`config.mk`:
```
export PLATFORM = sky130hd
export DESIGN_NAME = plb_line_buffer
export DESIGN_NICKNAME = d
export VERILOG_FILES = /design/src/design/plb_line_buffer.v
export VERILOG_INCLUDE_DIRS = /design/src /design/src/design
export SDC_FILE = /design/constraint.sdc
export NUM_CORES = 2
export LEC_CHECK = 0
export ABC_AREA = 1
export BUFFER_PORTS_ARGS = -buffer_cell sky130_fd_sc_hd__buf_2
export CELL_PAD_IN_SITES_DETAIL_PLACEMENT = 0
export CELL_PAD_IN_SITES_GLOBAL_PLACEMENT = 1
export CORE_UTILIZATION = 38
export DETAILED_ROUTE_END_ITERATION = 10
export PLACE_DENSITY_LB_ADDON = 0.1
export SYNTH_ARGS = -nofsm -noshare
export SYNTH_HDL_FRONTEND = slang
export SYNTH_SLANG_ARGS = --single-unit
```
`constraint.sdc`:
```
create_clock -name core_clk_in -period 9.2 [get_ports core_clk_in]
set_input_delay 0.92 -clock core_clk_in [delete_from_list [all_inputs] [get_ports core_clk_in]]
set_output_delay 0.92 -clock core_clk_in [all_outputs]
set_load 0.02 [all_outputs]
```
`src/design/plb_defines.vh`:
```
// Purpose: constants for the printer line buffer interface
// Assumes: 40 MHz core clock
// Notes: definitions only
`ifndef PLB_DEFINES_VH
`define PLB_DEFINES_VH

`define PLB_CLK_PERIOD_NS 25
`define PLB_OVERSAMPLE 16
`define PLB_DIV_BASE 260
`define PLB_BAUD_SEL_W 3
`define PLB_BAUD_SEL_MAX 3'h7
`define PLB_DIV_W 16

`define PLB_LINE_WIDTH_FULL 8'h84
`define PLB_LINE_WIDTH_ALT 8'h50
`define PLB_FIFO_DEPTH 256
`define PLB_FIFO_AW 8
`define PLB_FIFO_CW 9

`define PLB_CH_LF 8'h0A
`define PLB_CH_VT 8'h0B
`define PLB_CH_FF 8'h0C
`define PLB_CH_CR 8'h0D
`define PLB_CH_DC3 8'h13
`define PLB_CH_DEL 8'h7F
`define PLB_PRINT_LO 8'h20
`define PLB_PRINT_HI 8'h7E

`define PLB_RX_MID_PHASE 4'h7
`define PLB_RX_END_PHASE 4'hF
`define PLB_RX_LAST_BIT 3'h7

`endif

```
`src/design/plb_line_buffer.v`:
```
// Purpose: line buffer input interface: parallel port, serial receiver, fifo, busy logic
// Assumes: one clock, pins synchronised here, firmware controls on the same clock
// Notes: the fifo is held in flip-flops and read by firmware through a pop strobe
`timescale 1ns/1ps
`include "plb_defines.vh"

// Functional notes
// parallel strobe writes port character into fifo
// receiver ready writes serial character into fifo
// acknowledge pulse after each stored parallel character
// clear receiver ready after serial character stored
// flag CR LF VT FF DC3 DEL
// carry on 132nd printable character
// carry or control character sets busy
// firmware clears busy when fifo empty
// firmware reset zeroes printable counter
// firmware selects 132 character line width
// EIA input overrides TTY input
// firmware selects receiver baud rate
// firmware enables or disables receiver
// receiver deserialises onto shared data bus
// sources drive bus without own register
// fifo keeps count, empty and full
// busy holds until explicitly cleared
// one source served at a time
// acknowledge and clear last one cycle
module plb_line_buffer #(
  parameter [`PLB_DIV_W-1:0] DIV_BASE = `PLB_DIV_BASE
) (
  input wire core_clk_in, // 40 MHz core clock
  input wire arst_n_in, // async reset, active low
  input wire [7:0] par_data_in, // parallel port character pins
  input wire parallel_char_strobe_in, // parallel port strobe pin, active high
  input wire eia_rx_in, // EIA serial line
  input wire tty_rx_in, // TTY serial line
  input wire eia_in_use_in, // EIA interface connected
  input wire [`PLB_BAUD_SEL_W-1:0] fw_baud_sel_in, // baud select, 7 fastest
  input wire fw_rx_enable_in, // receiver enable level
  input wire fw_counter_reset_in, // counter reset pulse
  input wire fw_busy_clear_in, // busy clear pulse
  input wire fw_width_132_in, // 1 selects 132 character lines
  input wire fw_fifo_pop_in, // fifo read pulse
  output reg [7:0] data_bus_out, // shared data bus
  output reg parallel_ack_out, // acknowledge to parallel port
  output reg rx_ready_clear_out, // clear pulse to receiver
  output reg rx_char_ready_out, // receiver has a character
  output reg rx_frame_err_out, // last character had bad stop bit
  output reg busy_out, // busy toward sending device
  output reg ctrl_char_out, // control character stored, pulse
  output reg line_carry_out, // line width reached, pulse
  output reg [7:0] fifo_rd_data_out, // character popped from fifo
  output reg [`PLB_FIFO_CW-1:0] fifo_count_out, // characters held
  output reg fifo_empty_out, // fifo empty
  output reg fifo_full_out // fifo full
);

  localparam [1:0] ST_IDLE = 2'h0;
  localparam [1:0] ST_WRITE = 2'h1;
  localparam [1:0] RX_IDLE = 2'h0;
  localparam [1:0] RX_START = 2'h1;
  localparam [1:0] RX_DATA = 2'h2;
  localparam [1:0] RX_STOP = 2'h3;

  function is_ctrl;
    input [7:0] ch;
    begin
      is_ctrl = (ch == `PLB_CH_CR) || (ch == `PLB_CH_LF) || (ch == `PLB_CH_VT) ||
        (ch == `PLB_CH_FF) || (ch == `PLB_CH_DC3) || (ch == `PLB_CH_DEL);
    end
  endfunction

  function is_print;
    input [7:0] ch;
    begin
      is_print = (ch >= `PLB_PRINT_LO) && (ch <= `PLB_PRINT_HI);
    end
  endfunction

  // synchronisers: stage 1 read only by stage 2
  reg [7:0] pdata_s1_reg;
  reg [7:0] pdata_s2_reg;
  reg [3:0] pin_s1_reg;
  reg [3:0] pin_s2_reg;
  reg strobe_prev_reg;
  wire strobe_s2 = pin_s2_reg[0];
  wire rx_line = pin_s2_reg[3] ? pin_s2_reg[1] : pin_s2_reg[2];

  always @(posedge core_clk_in or negedge arst_n_in) begin
    if (!arst_n_in) begin
      pdata_s1_reg <= 8'h00;
      pdata_s2_reg <= 8'h00;
      pin_s1_reg <= 4'h6;
      pin_s2_reg <= 4'h6;
      strobe_prev_reg <= 1'b0;
    end else begin
      pdata_s1_reg <= par_data_in;
      pdata_s2_reg <= pdata_s1_reg;
      pin_s1_reg <= {eia_in_use_in, tty_rx_in, eia_rx_in, parallel_char_strobe_in};
      pin_s2_reg <= pin_s1_reg;
      strobe_prev_reg <= strobe_s2;
    end
  end

  // baud tick at 16x the bit rate, halving per step down from select 7
  reg [`PLB_DIV_W-1:0] div_cnt_reg;
  wire [`PLB_DIV_W-1:0] div_val = DIV_BASE << (`PLB_BAUD_SEL_MAX - fw_baud_sel_in);
  wire tick = (div_cnt_reg == 16'h0000);

  always @(posedge core_clk_in or negedge arst_n_in) begin
    if (!arst_n_in) begin
      div_cnt_reg <= 16'h0000;
    end else if (!fw_rx_enable_in || tick) begin
      div_cnt_reg <= div_val - 16'h0001;
    end else begin
      div_cnt_reg <= div_cnt_reg - 16'h0001;
    end
  end

  // serial receiver, 8 data bits, one stop bit
  reg [1:0] rx_state_reg;
  reg [3:0] rx_phase_reg;
  reg [2:0] rx_bit_reg;
  reg [7:0] rx_shift_reg;
  reg [7:0] rx_data_reg;
  reg rx_done_reg;

  always @(posedge core_clk_in or negedge arst_n_in) begin
    if (!arst_n_in) begin
      rx_state_reg <= RX_IDLE;
      rx_phase_reg <= 4'h0;
      rx_bit_reg <= 3'h0;
      rx_shift_reg <= 8'h00;
      rx_data_reg <= 8'h00;
      rx_frame_err_out <= 1'b0;
      rx_done_reg <= 1'b0;
    end else begin
      rx_done_reg <= 1'b0;
      if (!fw_rx_enable_in) begin
        rx_state_reg <= RX_IDLE;
        rx_phase_reg <= 4'h0;
      end else if (tick) begin
        rx_phase_reg <= rx_phase_reg + 4'h1;
        case (rx_state_reg)
          RX_IDLE: begin
            rx_phase_reg <= 4'h0;
            if (!rx_line) begin
              rx_state_reg <= RX_START;
            end
          end
          RX_START: begin
            if (rx_phase_reg == `PLB_RX_MID_PHASE) begin
              rx_phase_reg <= 4'h0;
              rx_bit_reg <= 3'h0;
              rx_state_reg <= rx_line ? RX_IDLE : RX_DATA;
            end
          end
          RX_DATA: begin
            if (rx_phase_reg == `PLB_RX_END_PHASE) begin
              rx_shift_reg <= {rx_line, rx_shift_reg[7:1]};
              rx_bit_reg <= rx_bit_reg + 3'h1;
              if (rx_bit_reg == `PLB_RX_LAST_BIT) begin
                rx_state_reg <= RX_STOP;
              end
            end
          end
          RX_STOP: begin
            if (rx_phase_reg == `PLB_RX_END_PHASE) begin
              rx_state_reg <= RX_IDLE;
              rx_data_reg <= rx_shift_reg;
              rx_frame_err_out <= !rx_line;
              rx_done_reg <= rx_line;
            end
          end
          default: begin
            rx_state_reg <= RX_IDLE;
          end
        endcase
      end
    end
  end

  // ready flag: a new character wins over a clear in the same cycle
  always @(posedge core_clk_in or negedge arst_n_in) begin
    if (!arst_n_in) begin
      rx_char_ready_out <= 1'b0;
    end else if (rx_done_reg) begin
      rx_char_ready_out <= 1'b1;
    end else if (rx_ready_clear_out) begin
      rx_char_ready_out <= 1'b0;
    end
  end

  // fifo storage and pointers
  reg [7:0] fifo_mem [0:`PLB_FIFO_DEPTH-1];
  reg [`PLB_FIFO_AW-1:0] wr_idx_reg;
  reg [`PLB_FIFO_AW-1:0] rd_idx_reg;
  reg [1:0] state_reg;
  reg src_par_reg;
  reg par_pend_reg;
  reg [7:0] char_cnt_reg;
  wire [7:0] line_width = fw_width_132_in ? `PLB_LINE_WIDTH_FULL : `PLB_LINE_WIDTH_ALT;
  wire do_write = (state_reg == ST_WRITE) && !fifo_full_out;
  wire do_pop = fw_fifo_pop_in && !fifo_empty_out;
  wire hit_ctrl = do_write && is_ctrl(data_bus_out);
  wire hit_carry = do_write && is_print(data_bus_out) &&
    (char_cnt_reg + 8'h01 >= line_width);
  wire strobe_rise = strobe_s2 && !strobe_prev_reg;

  always @(posedge core_clk_in) begin
    if (do_write) begin
      fifo_mem[wr_idx_reg] <= data_bus_out;
    end
  end

  always @(posedge core_clk_in or negedge arst_n_in) begin
    if (!arst_n_in) begin
      wr_idx_reg <= 8'h00;
      rd_idx_reg <= 8'h00;
      fifo_count_out <= 9'h000;
      fifo_empty_out <= 1'b1;
      fifo_full_out <= 1'b0;
      fifo_rd_data_out <= 8'h00;
    end else begin
      if (do_write) begin
        wr_idx_reg <= wr_idx_reg + 8'h01;
      end
      if (do_pop) begin
        rd_idx_reg <= rd_idx_reg + 8'h01;
        fifo_rd_data_out <= fifo_mem[rd_idx_reg];
      end
      if (do_write && !do_pop) begin
        fifo_count_out <= fifo_count_out + 9'h001;
        fifo_empty_out <= 1'b0;
        fifo_full_out <= (fifo_count_out == `PLB_FIFO_DEPTH - 1);
      end else if (do_pop && !do_write) begin
        fifo_count_out <= fifo_count_out - 9'h001;
        fifo_full_out <= 1'b0;
        fifo_empty_out <= (fifo_count_out == 9'h001);
      end
    end
  end

  // transfer control: parallel first, then serial, one per write cycle
  always @(posedge core_clk_in or negedge arst_n_in) begin
    if (!arst_n_in) begin
      state_reg <= ST_IDLE;
      src_par_reg <= 1'b0;
      par_pend_reg <= 1'b0;
      data_bus_out <= 8'h00;
      parallel_ack_out <= 1'b0;
      rx_ready_clear_out <= 1'b0;
    end else begin
      parallel_ack_out <= 1'b0;
      rx_ready_clear_out <= 1'b0;
      if (strobe_rise) begin
        par_pend_reg <= 1'b1;
      end
      case (state_reg)
        ST_IDLE: begin
          if (par_pend_reg) begin
            src_par_reg <= 1'b1;
            data_bus_out <= pdata_s2_reg;
            state_reg <= ST_WRITE;
          end else if (rx_char_ready_out && !rx_ready_clear_out) begin
            src_par_reg <= 1'b0;
            data_bus_out <= rx_data_reg;
            state_reg <= ST_WRITE;
          end
        end
        ST_WRITE: begin
          if (do_write) begin
            state_reg <= ST_IDLE;
            if (src_par_reg) begin
              parallel_ack_out <= 1'b1;
              if (!strobe_rise) begin
                par_pend_reg <= 1'b0;
              end
            end else begin
              rx_ready_clear_out <= 1'b1;
            end
          end
        end
        default: begin
          state_reg <= ST_IDLE;
        end
      endcase
    end
  end

  // printable counter, busy and event pulses
  always @(posedge core_clk_in or negedge arst_n_in) begin
    if (!arst_n_in) begin
      char_cnt_reg <= 8'h00;
      busy_out <= 1'b0;
      ctrl_char_out <= 1'b0;
      line_carry_out <= 1'b0;
    end else begin
      ctrl_char_out <= hit_ctrl;
      line_carry_out <= hit_carry;
      if (fw_counter_reset_in || hit_carry) begin
        char_cnt_reg <= 8'h00;
      end else if (do_write && is_print(data_bus_out)) begin
        char_cnt_reg <= char_cnt_reg + 8'h01;
      end
      if (hit_ctrl || hit_carry) begin
        busy_out <= 1'b1;
      end else if (fw_busy_clear_in && fifo_empty_out) begin
        busy_out <= 1'b0;
      end
    end
  end

endmodule

```
# Yosys cells after proc, flatten, opt, wreduce, memory -nomap -nowiden
# Memory sizes are Yosys's and may differ from the RTL's. A register that Yosys moved wholly into a read port is not among the register bits.
# Cells that the tools add are included.
classes:
  n_addsub: 10
  magnitude_cmp: 3
  eq_ne: 25
  n_shift: 1
  mux: 56
  n_reduce_logical: 43
ops:
  columns: ["cell", "n"]
  rows:
  - ["$mux 8", 5]
  - ["$eq 8x4->1 const B", 4]
  - ["$sub 16x1->16 const B", 2]
  - ["$mux 1", 28]
  - ["$add 8x1->8 const B", 3]
  - ["$mux 2", 11]
  - ["$mux 9", 2]
  - ["$ne 3x3->1 const B", 6]
  - ["$logic_not 16->1", 1]
  - ["$mux 16", 1]
  - ["$shl 9x3->16 const A", 1]
  - ["$mux 4", 3]
  - ["$reduce_bool 2->1", 6]
  - ["$logic_and 1x1->1", 11]
  - ["$add 9x1->9 const B", 1]
  - ["$eq 9x1->1 const B", 1]
  - ["$eq 9x8->1 const B", 1]
  - ["$logic_not 1->1", 9]
  - ["$sub 9x1->9 const B", 1]
  - ["$eq 8x5->1 const B", 1]
  - ["$eq 8x7->1 const B", 1]
  - ["$ge 8x6->1 const B", 1]
  - ["$ge 8x8->1", 1]
  - ["$le 8x7->1 const B", 1]
  - ["other kinds (21)", 36]
totals:
  ff_bits: 121
  mem_bits_rw: 2048
  in_bits: 22
  out_inout_bits: 34
  word_cells: 168
  n_memories: 1
mem_list:
  columns: ["name", "depth", "word_bits", "read_ports", "rd_clocked_by_memory_dff", "write_ports", "line_no", "source"]
  rows:
  - ["fifo_mem", 256, 8, 1, 1, 1, "plb_line_buffer.v:194", "reg [7:0] fifo_mem [0:`PLB_FIFO_DEPTH-1];"]

# Depth between registers and ports, before layout
depth:
  ltp_word: 9
  ltp_mapped: 18
  ltp_nobuf: 15

# Worst setup path before layout
# Ideal clock, no wire load.
synth_path:
  kind: "reg-to-reg"
  start: "register data_bus_out[3]"
  end: "register char_cnt_reg[5]"
  setup_ns: 0.127
  arrival_time_ns: 4.818
  t_required_ns: 9.073
  path_slack_ns: 4.255
  path_stages_with_launch: 8
  path_buffers: 0
  synth_period_minus_slack_ns: 4.945
  path_cell_list: "dfrtp_1 > nand2_1 > nor3_1 > nor4_4 > nor2_1 > nor2_1 > nand3_1 > o21ai_0"
synth_via:
  elab_chain_cells: 6
  word_cells_on_any_way: 8
  classes_between: "order compare: 2; mux: 1; reduce/logical: 5"
synth_lines:
  columns: ["element", "line_no", "source"]
  rows:
  - ["from (decl)", "plb_line_buffer.v:43", "output reg [7:0] data_bus_out,"]
  - ["from (signal assigned)", "plb_line_buffer.v:262", "data_bus_out <= pdata_s2_reg;"]
  - ["from (signal assigned)", "plb_line_buffer.v:266", "data_bus_out <= rx_data_reg;"]
  - ["$ge 8x6->1 (no line) / $le 8x7->1 (equally long branches)", null, null]
  - ["$logic_and 1x1->1 *", "plb_line_buffer.v:75", "is_print = (ch >= `PLB_PRINT_LO) && (ch <= `PLB_PRINT_HI);"]
  - ["$logic_and 1x1->1 *", "plb_line_buffer.v:205, plb_line_buffer.v:302", null]
  - ["$logic_and 1x1->1", "plb_line_buffer.v:205", "wire hit_carry = do_write && is_print(data_bus_out) &&"]
  - ["$logic_or 1x1->1", "plb_line_buffer.v:300", "if (fw_counter_reset_in || hit_carry) begin"]
  - ["$mux 8 / $reduce_bool 2->1 (equally long branches)", null, null]
  - ["to (signal assigned)", "plb_line_buffer.v:303", "char_cnt_reg <= char_cnt_reg + 8'h01;"]
  - ["to (decl)", "plb_line_buffer.v:200", "reg [7:0] char_cnt_reg;"]
# Every way passes the cells marked *; elsewhere a longest branch is shown, timed or not.
# A chain may end at the register's enable or synchronous reset.

==> summary.txt <==
Global route
  – First-pass GRT wire length: 417 mm
  – Total track usage: 0.235
  – Pin count of the biggest net entering global routing: 171
  – GR Overflow Total: 0
  – Vias in the first global route: 57.8k
  – Antenna violations before repair: 13

Setup path
  – Slowest CP cell: dfrtp_4
  – Worst r2r src: rd_idx_reg[0]$_DFFE_PN0P_
  – Largest stage delay, worst path: 1.02 ns
  – WP data required: 10.01 ns
  – Crit path cell chain: buf_4 > buf_4 > buf_4 > nand2_1 > a21boi_0 > o211ai_1 > nand3_1 > nand2_1 > nand2_1 > nand2_1 > nand3_1 > nand2_1 > nand2_1 > nand2_1
  – Worst Setup End Kind: flip-flop
  – Worst R2R Setup Slack: 4.41 ns
  – Crit path from: rd_idx_reg[0]$_DFFE_PN0P_
  – CP arrival: 5.60 ns
  – CP Class: reg2reg
  – Most Frequent Cell on Critical Path: nand2_1
  – Worst Setup Start Kind: flip-flop
  – CP max FO: 72

Synthesis
  – Sequential area share after synthesis: 0.709
  – Synth Instances: 8355
  – Post-Syn Area: 0.0913 sq mm
  – Syn_nets: 8397
  – Synthesis Warnings: 0
  – Synthesized area per cell: 10.9 sq um
  – Share of flip-flops with an asynchronous set or reset: 0.0588
  – Post-synth EDFFs: 2048
  – Post-synth cell types: 40
  – Main synth FF type: edfxtp_1
  – Synth Register Bits: 2176

Placed design
  – DP HPWL: 165 mm
  – Pre-CTS WS: 4.39 ns
  – Placed insts: 11.2k
  – Port Buffer Count: 55
  – Routability cong.: 0.813

Timing
  – Final Hold Vio Count: 0
  – Final WS setup: 4.41 ns
  – RSZ-0062 raised after global routing: no
  – Clk_skew: 0.0327 ns
  – Max Slew Vio Count: 0
  – Setup_tns: 0 ns
  – Setup violators final: 0
  – Worst slew pin tran: 1.17 ns
  – Final Cycle Share: 0.521
  – Post-layout min period: 4.79 ns
  – FMAX: 209 MHz
  – Slew HR: 0.223

Finish
  – Flip-flop count of the largest register after layout: 2048
  – Total Nets Final: 8322
  – Share of layout cells above drive strength 1: 0.0627
  – Multi-input gate area: 0.0222 sq mm
  – Fillers: 22.7k
  – Non-Filler Instances: 11.7k
  – FF/Latch Area: 0.0648 sq mm
  – Area growth, synth to finish: 11.5%

Drt
  – Routed WL per cell: 24.7 um
  – Drt first pass iters: 9
  – Number of remaining DRC errors: 4
  – Total number of vias: 59.9k
  – 1st-iter DRT viols: 5189
  – Final WL: 288 mm
  – Final ANT Viol Nets: 0
  – DR vias/cell: 5.14

Clock tree
  – TritonCTS clock tree: done
  – CTS Buffer Depth: 3
  – Skew-Pair Late Insertion Delay: 0.87 ns
  – Clock root cell: clkbuf_16
  – Total CTS buffers: 235
  – CTS clock-pin slew for the worst setup and hold paths: 0.06 ns
  – Clock H-tree levels: 4
  – Clock sinks: 2176

Pwr
  – Sw Pwr: 6.02 mW
  – Pwr dens: 234 mW/mm^2
  – LEAKAGE: 38.4 nW
  – Switching share of total power: 0.253
  – Clock power share: 0.393
  – Maximum vdd ir drop: 227 uV
  – Sequential power share: 0.526
  – Combinational Power Share: 0.080
  – Internal power: 17.8 mW

Die
  – Die Ht: 492 um
  – Core region area: 0.238 sq mm
  – Die Width: 492 um
  – Ports: 56
  – Num rows: 179
  – Initial Util: 0.383
  – Die ar.: 0.242 sq mm

Status
  – Outcome: finished with violations
  – Violated checks: DRC

Hold path
  – Hold Crit Start: eia_rx_in
  – Hold Path Class: in2reg

Run
  – MaxCap Viol Count: 0
cells in the final DEF, fill, tap and decap left out, drive strengths merged:
cell type | Yosys | routed
ha | 20 | 20
a21o | 2 | 2
a31oi | 2 | 2
clkinv | 2 | 93
nand4 | 18 | 18
o31ai | 2 | 2
diode | 0 | 6
nand3b | 1 | 1
clkbuf | 126 | 327
o2111ai | 1 | 1
dfstp | 5 | 5
a32o | 2 | 2
inv | 535 | 539
nor4 | 3 | 3
o211ai | 67 | 67
or4 | 1 | 1
a221oi | 1 | 1
o21ai | 159 | 159
o22ai | 2 | 2
dfrtp | 123 | 123
o32ai | 1 | 1
clkinvlp | 0 | 3
bufinv | 0 | 17
nor2 | 594 | 594
xor2 | 29 | 29
dlygate4sd3 | 0 | 1
nand2 | 2877 | 2877
edfxtp | 2048 | 2048
xnor2 | 6 | 6
buf | 349 | 162
a21oi | 155 | 155
nand3 | 1161 | 1161
a21boi | 40 | 40
nor3 | 23 | 23
per-layer routing:
metal	wire [um]	vias up	part of all wire	GRT usage
li1	-	28100	-	-
met1	129000	29900	0.45	0.332
met2	137000	1534	0.48	0.384
met3	13500	355	0.047	0.0269
met4	7810	0	0.027	0.0622
met5	0	-	0	0
worst paths after layout:
path | to | cells past startpoint
hold / removal | pin_s1_reg[1]$_DFF_PN1_ | 1
max in group asynchronous | data_bus_out[5]$_DFFE_PN0P_ | 4
min in group asynchronous | fifo_count_out[1]$_DFFE_PN0P_ | 2
setup / recovery | fifo_rd_data_out[3]$_DFFE_PN0P_ | 14
setup reg to reg | fifo_rd_data_out[3]$_DFFE_PN0P_ | 14
hold reg to reg | pin_s2_reg[1]$_DFF_PN1_ | 0
repair_timing:
action	4_1_cts	5_1_grt
gates resized for setup	0	0
buffers inserted	0	0
hold buffers	1	0
hold endpoints to repair	27	0
synthesized netlist by cell type (3+ instances only):
| cell | count | area, sq um |
|---|---|---|
| ha_1 | 20 | 250 |
| buf_6 | 10 | 113 |
| a21oi_1 | 155 | 776 |
| inv_2 | 6 | 22.5 |
| xor2_1 | 29 | 254 |
| edfxtp_1 | 2048 | 61500 |
| clkbuf_1 | 126 | 473 |
| xnor2_1 | 6 | 52.6 |
| buf_1 | 61 | 229 |
| nor2_2 | 4 | 25.0 |
| buf_4 | 62 | 465 |
| dfstp_2 | 5 | 131 |
| nand2_1 | 2874 | 10800 |
| nor2_1 | 590 | 2210 |
| inv_1 | 528 | 1980 |
| nand3_1 | 1161 | 5810 |
| a21boi_0 | 40 | 300 |
| nand2_2 | 3 | 18.8 |
| buf_2 | 216 | 1080 |
| nor3_1 | 22 | 110 |
| o211ai_1 | 67 | 503 |
| nand4_1 | 18 | 113 |
| o21ai_0 | 156 | 781 |
| o21ai_1 | 3 | 15.0 |
| dfrtp_1 | 123 | 3080 |
critical path, delay by kind of cell, from the launching register on:
kind | cells | cell delay [ns]
AOI/OAI and AO/OA | 2 | 0.38
buffers and inverters | 3 | 2.19
DFF | 1 | 1.02
and+or+nand+nor | 9 | 0.98
power groups by stage:
stage,Combinational [mW],Clock [mW],Sequential [mW]
floorplan,0.137,0,13.5
global placement,1.92,0,12.7
detailed placement,1.97,0,12.7
CTS,1.96,9.52,12.5
global route,2.05,9.88,12.5
finish,1.91,9.35,12.5
stage by stage:
stage / hold WS [ns] / utilization / power, mW / cell area, sq um
2_1_floorplan: 0.331 / - / 13.6 / 91300
3_5_place_dp: 0.335 / 0.395 / 14.7 / 94200
5_1_grt: 0.108 / 0.427 / 24.5 / 102000
3_3_place_gp: 0.337 / 0.395 / 14.7 / 94200
6_report: 0.165 / 0.427 / 23.8 / 102000
4_1_cts: 0.0840 / 0.427 / 24.0 / 102000
cells by family (layout without fill, tap and decap cells):
logic type	Yosys count	after routing	synth area share
fa+ha+maj	20	20	0.00274
buf+inv	1012	1142	0.0480
xor+xnor	35	35	0.00336
other cells	0	6	0
compound gates	434	434	0.0271
flops	2176	2176	0.709
simple gates	4678	4678	0.210
layout make-up:
| cell class | instances | area share |
|---|---|---|
| antenna | 6 | 0.000148 |
| clock buffer | 327 | 0.0634 |
| clock inverter | 115 | 0.0107 |
| inverter | 537 | 0.0202 |
| multi-input combinational | 5167 | 0.218 |
| sequential | 2176 | 0.637 |
| tap | 3167 | 0.0390 |
| timing repair buffer | 163 | 0.0117 |
Note: power is estimated with default switching activity, not from simulation.
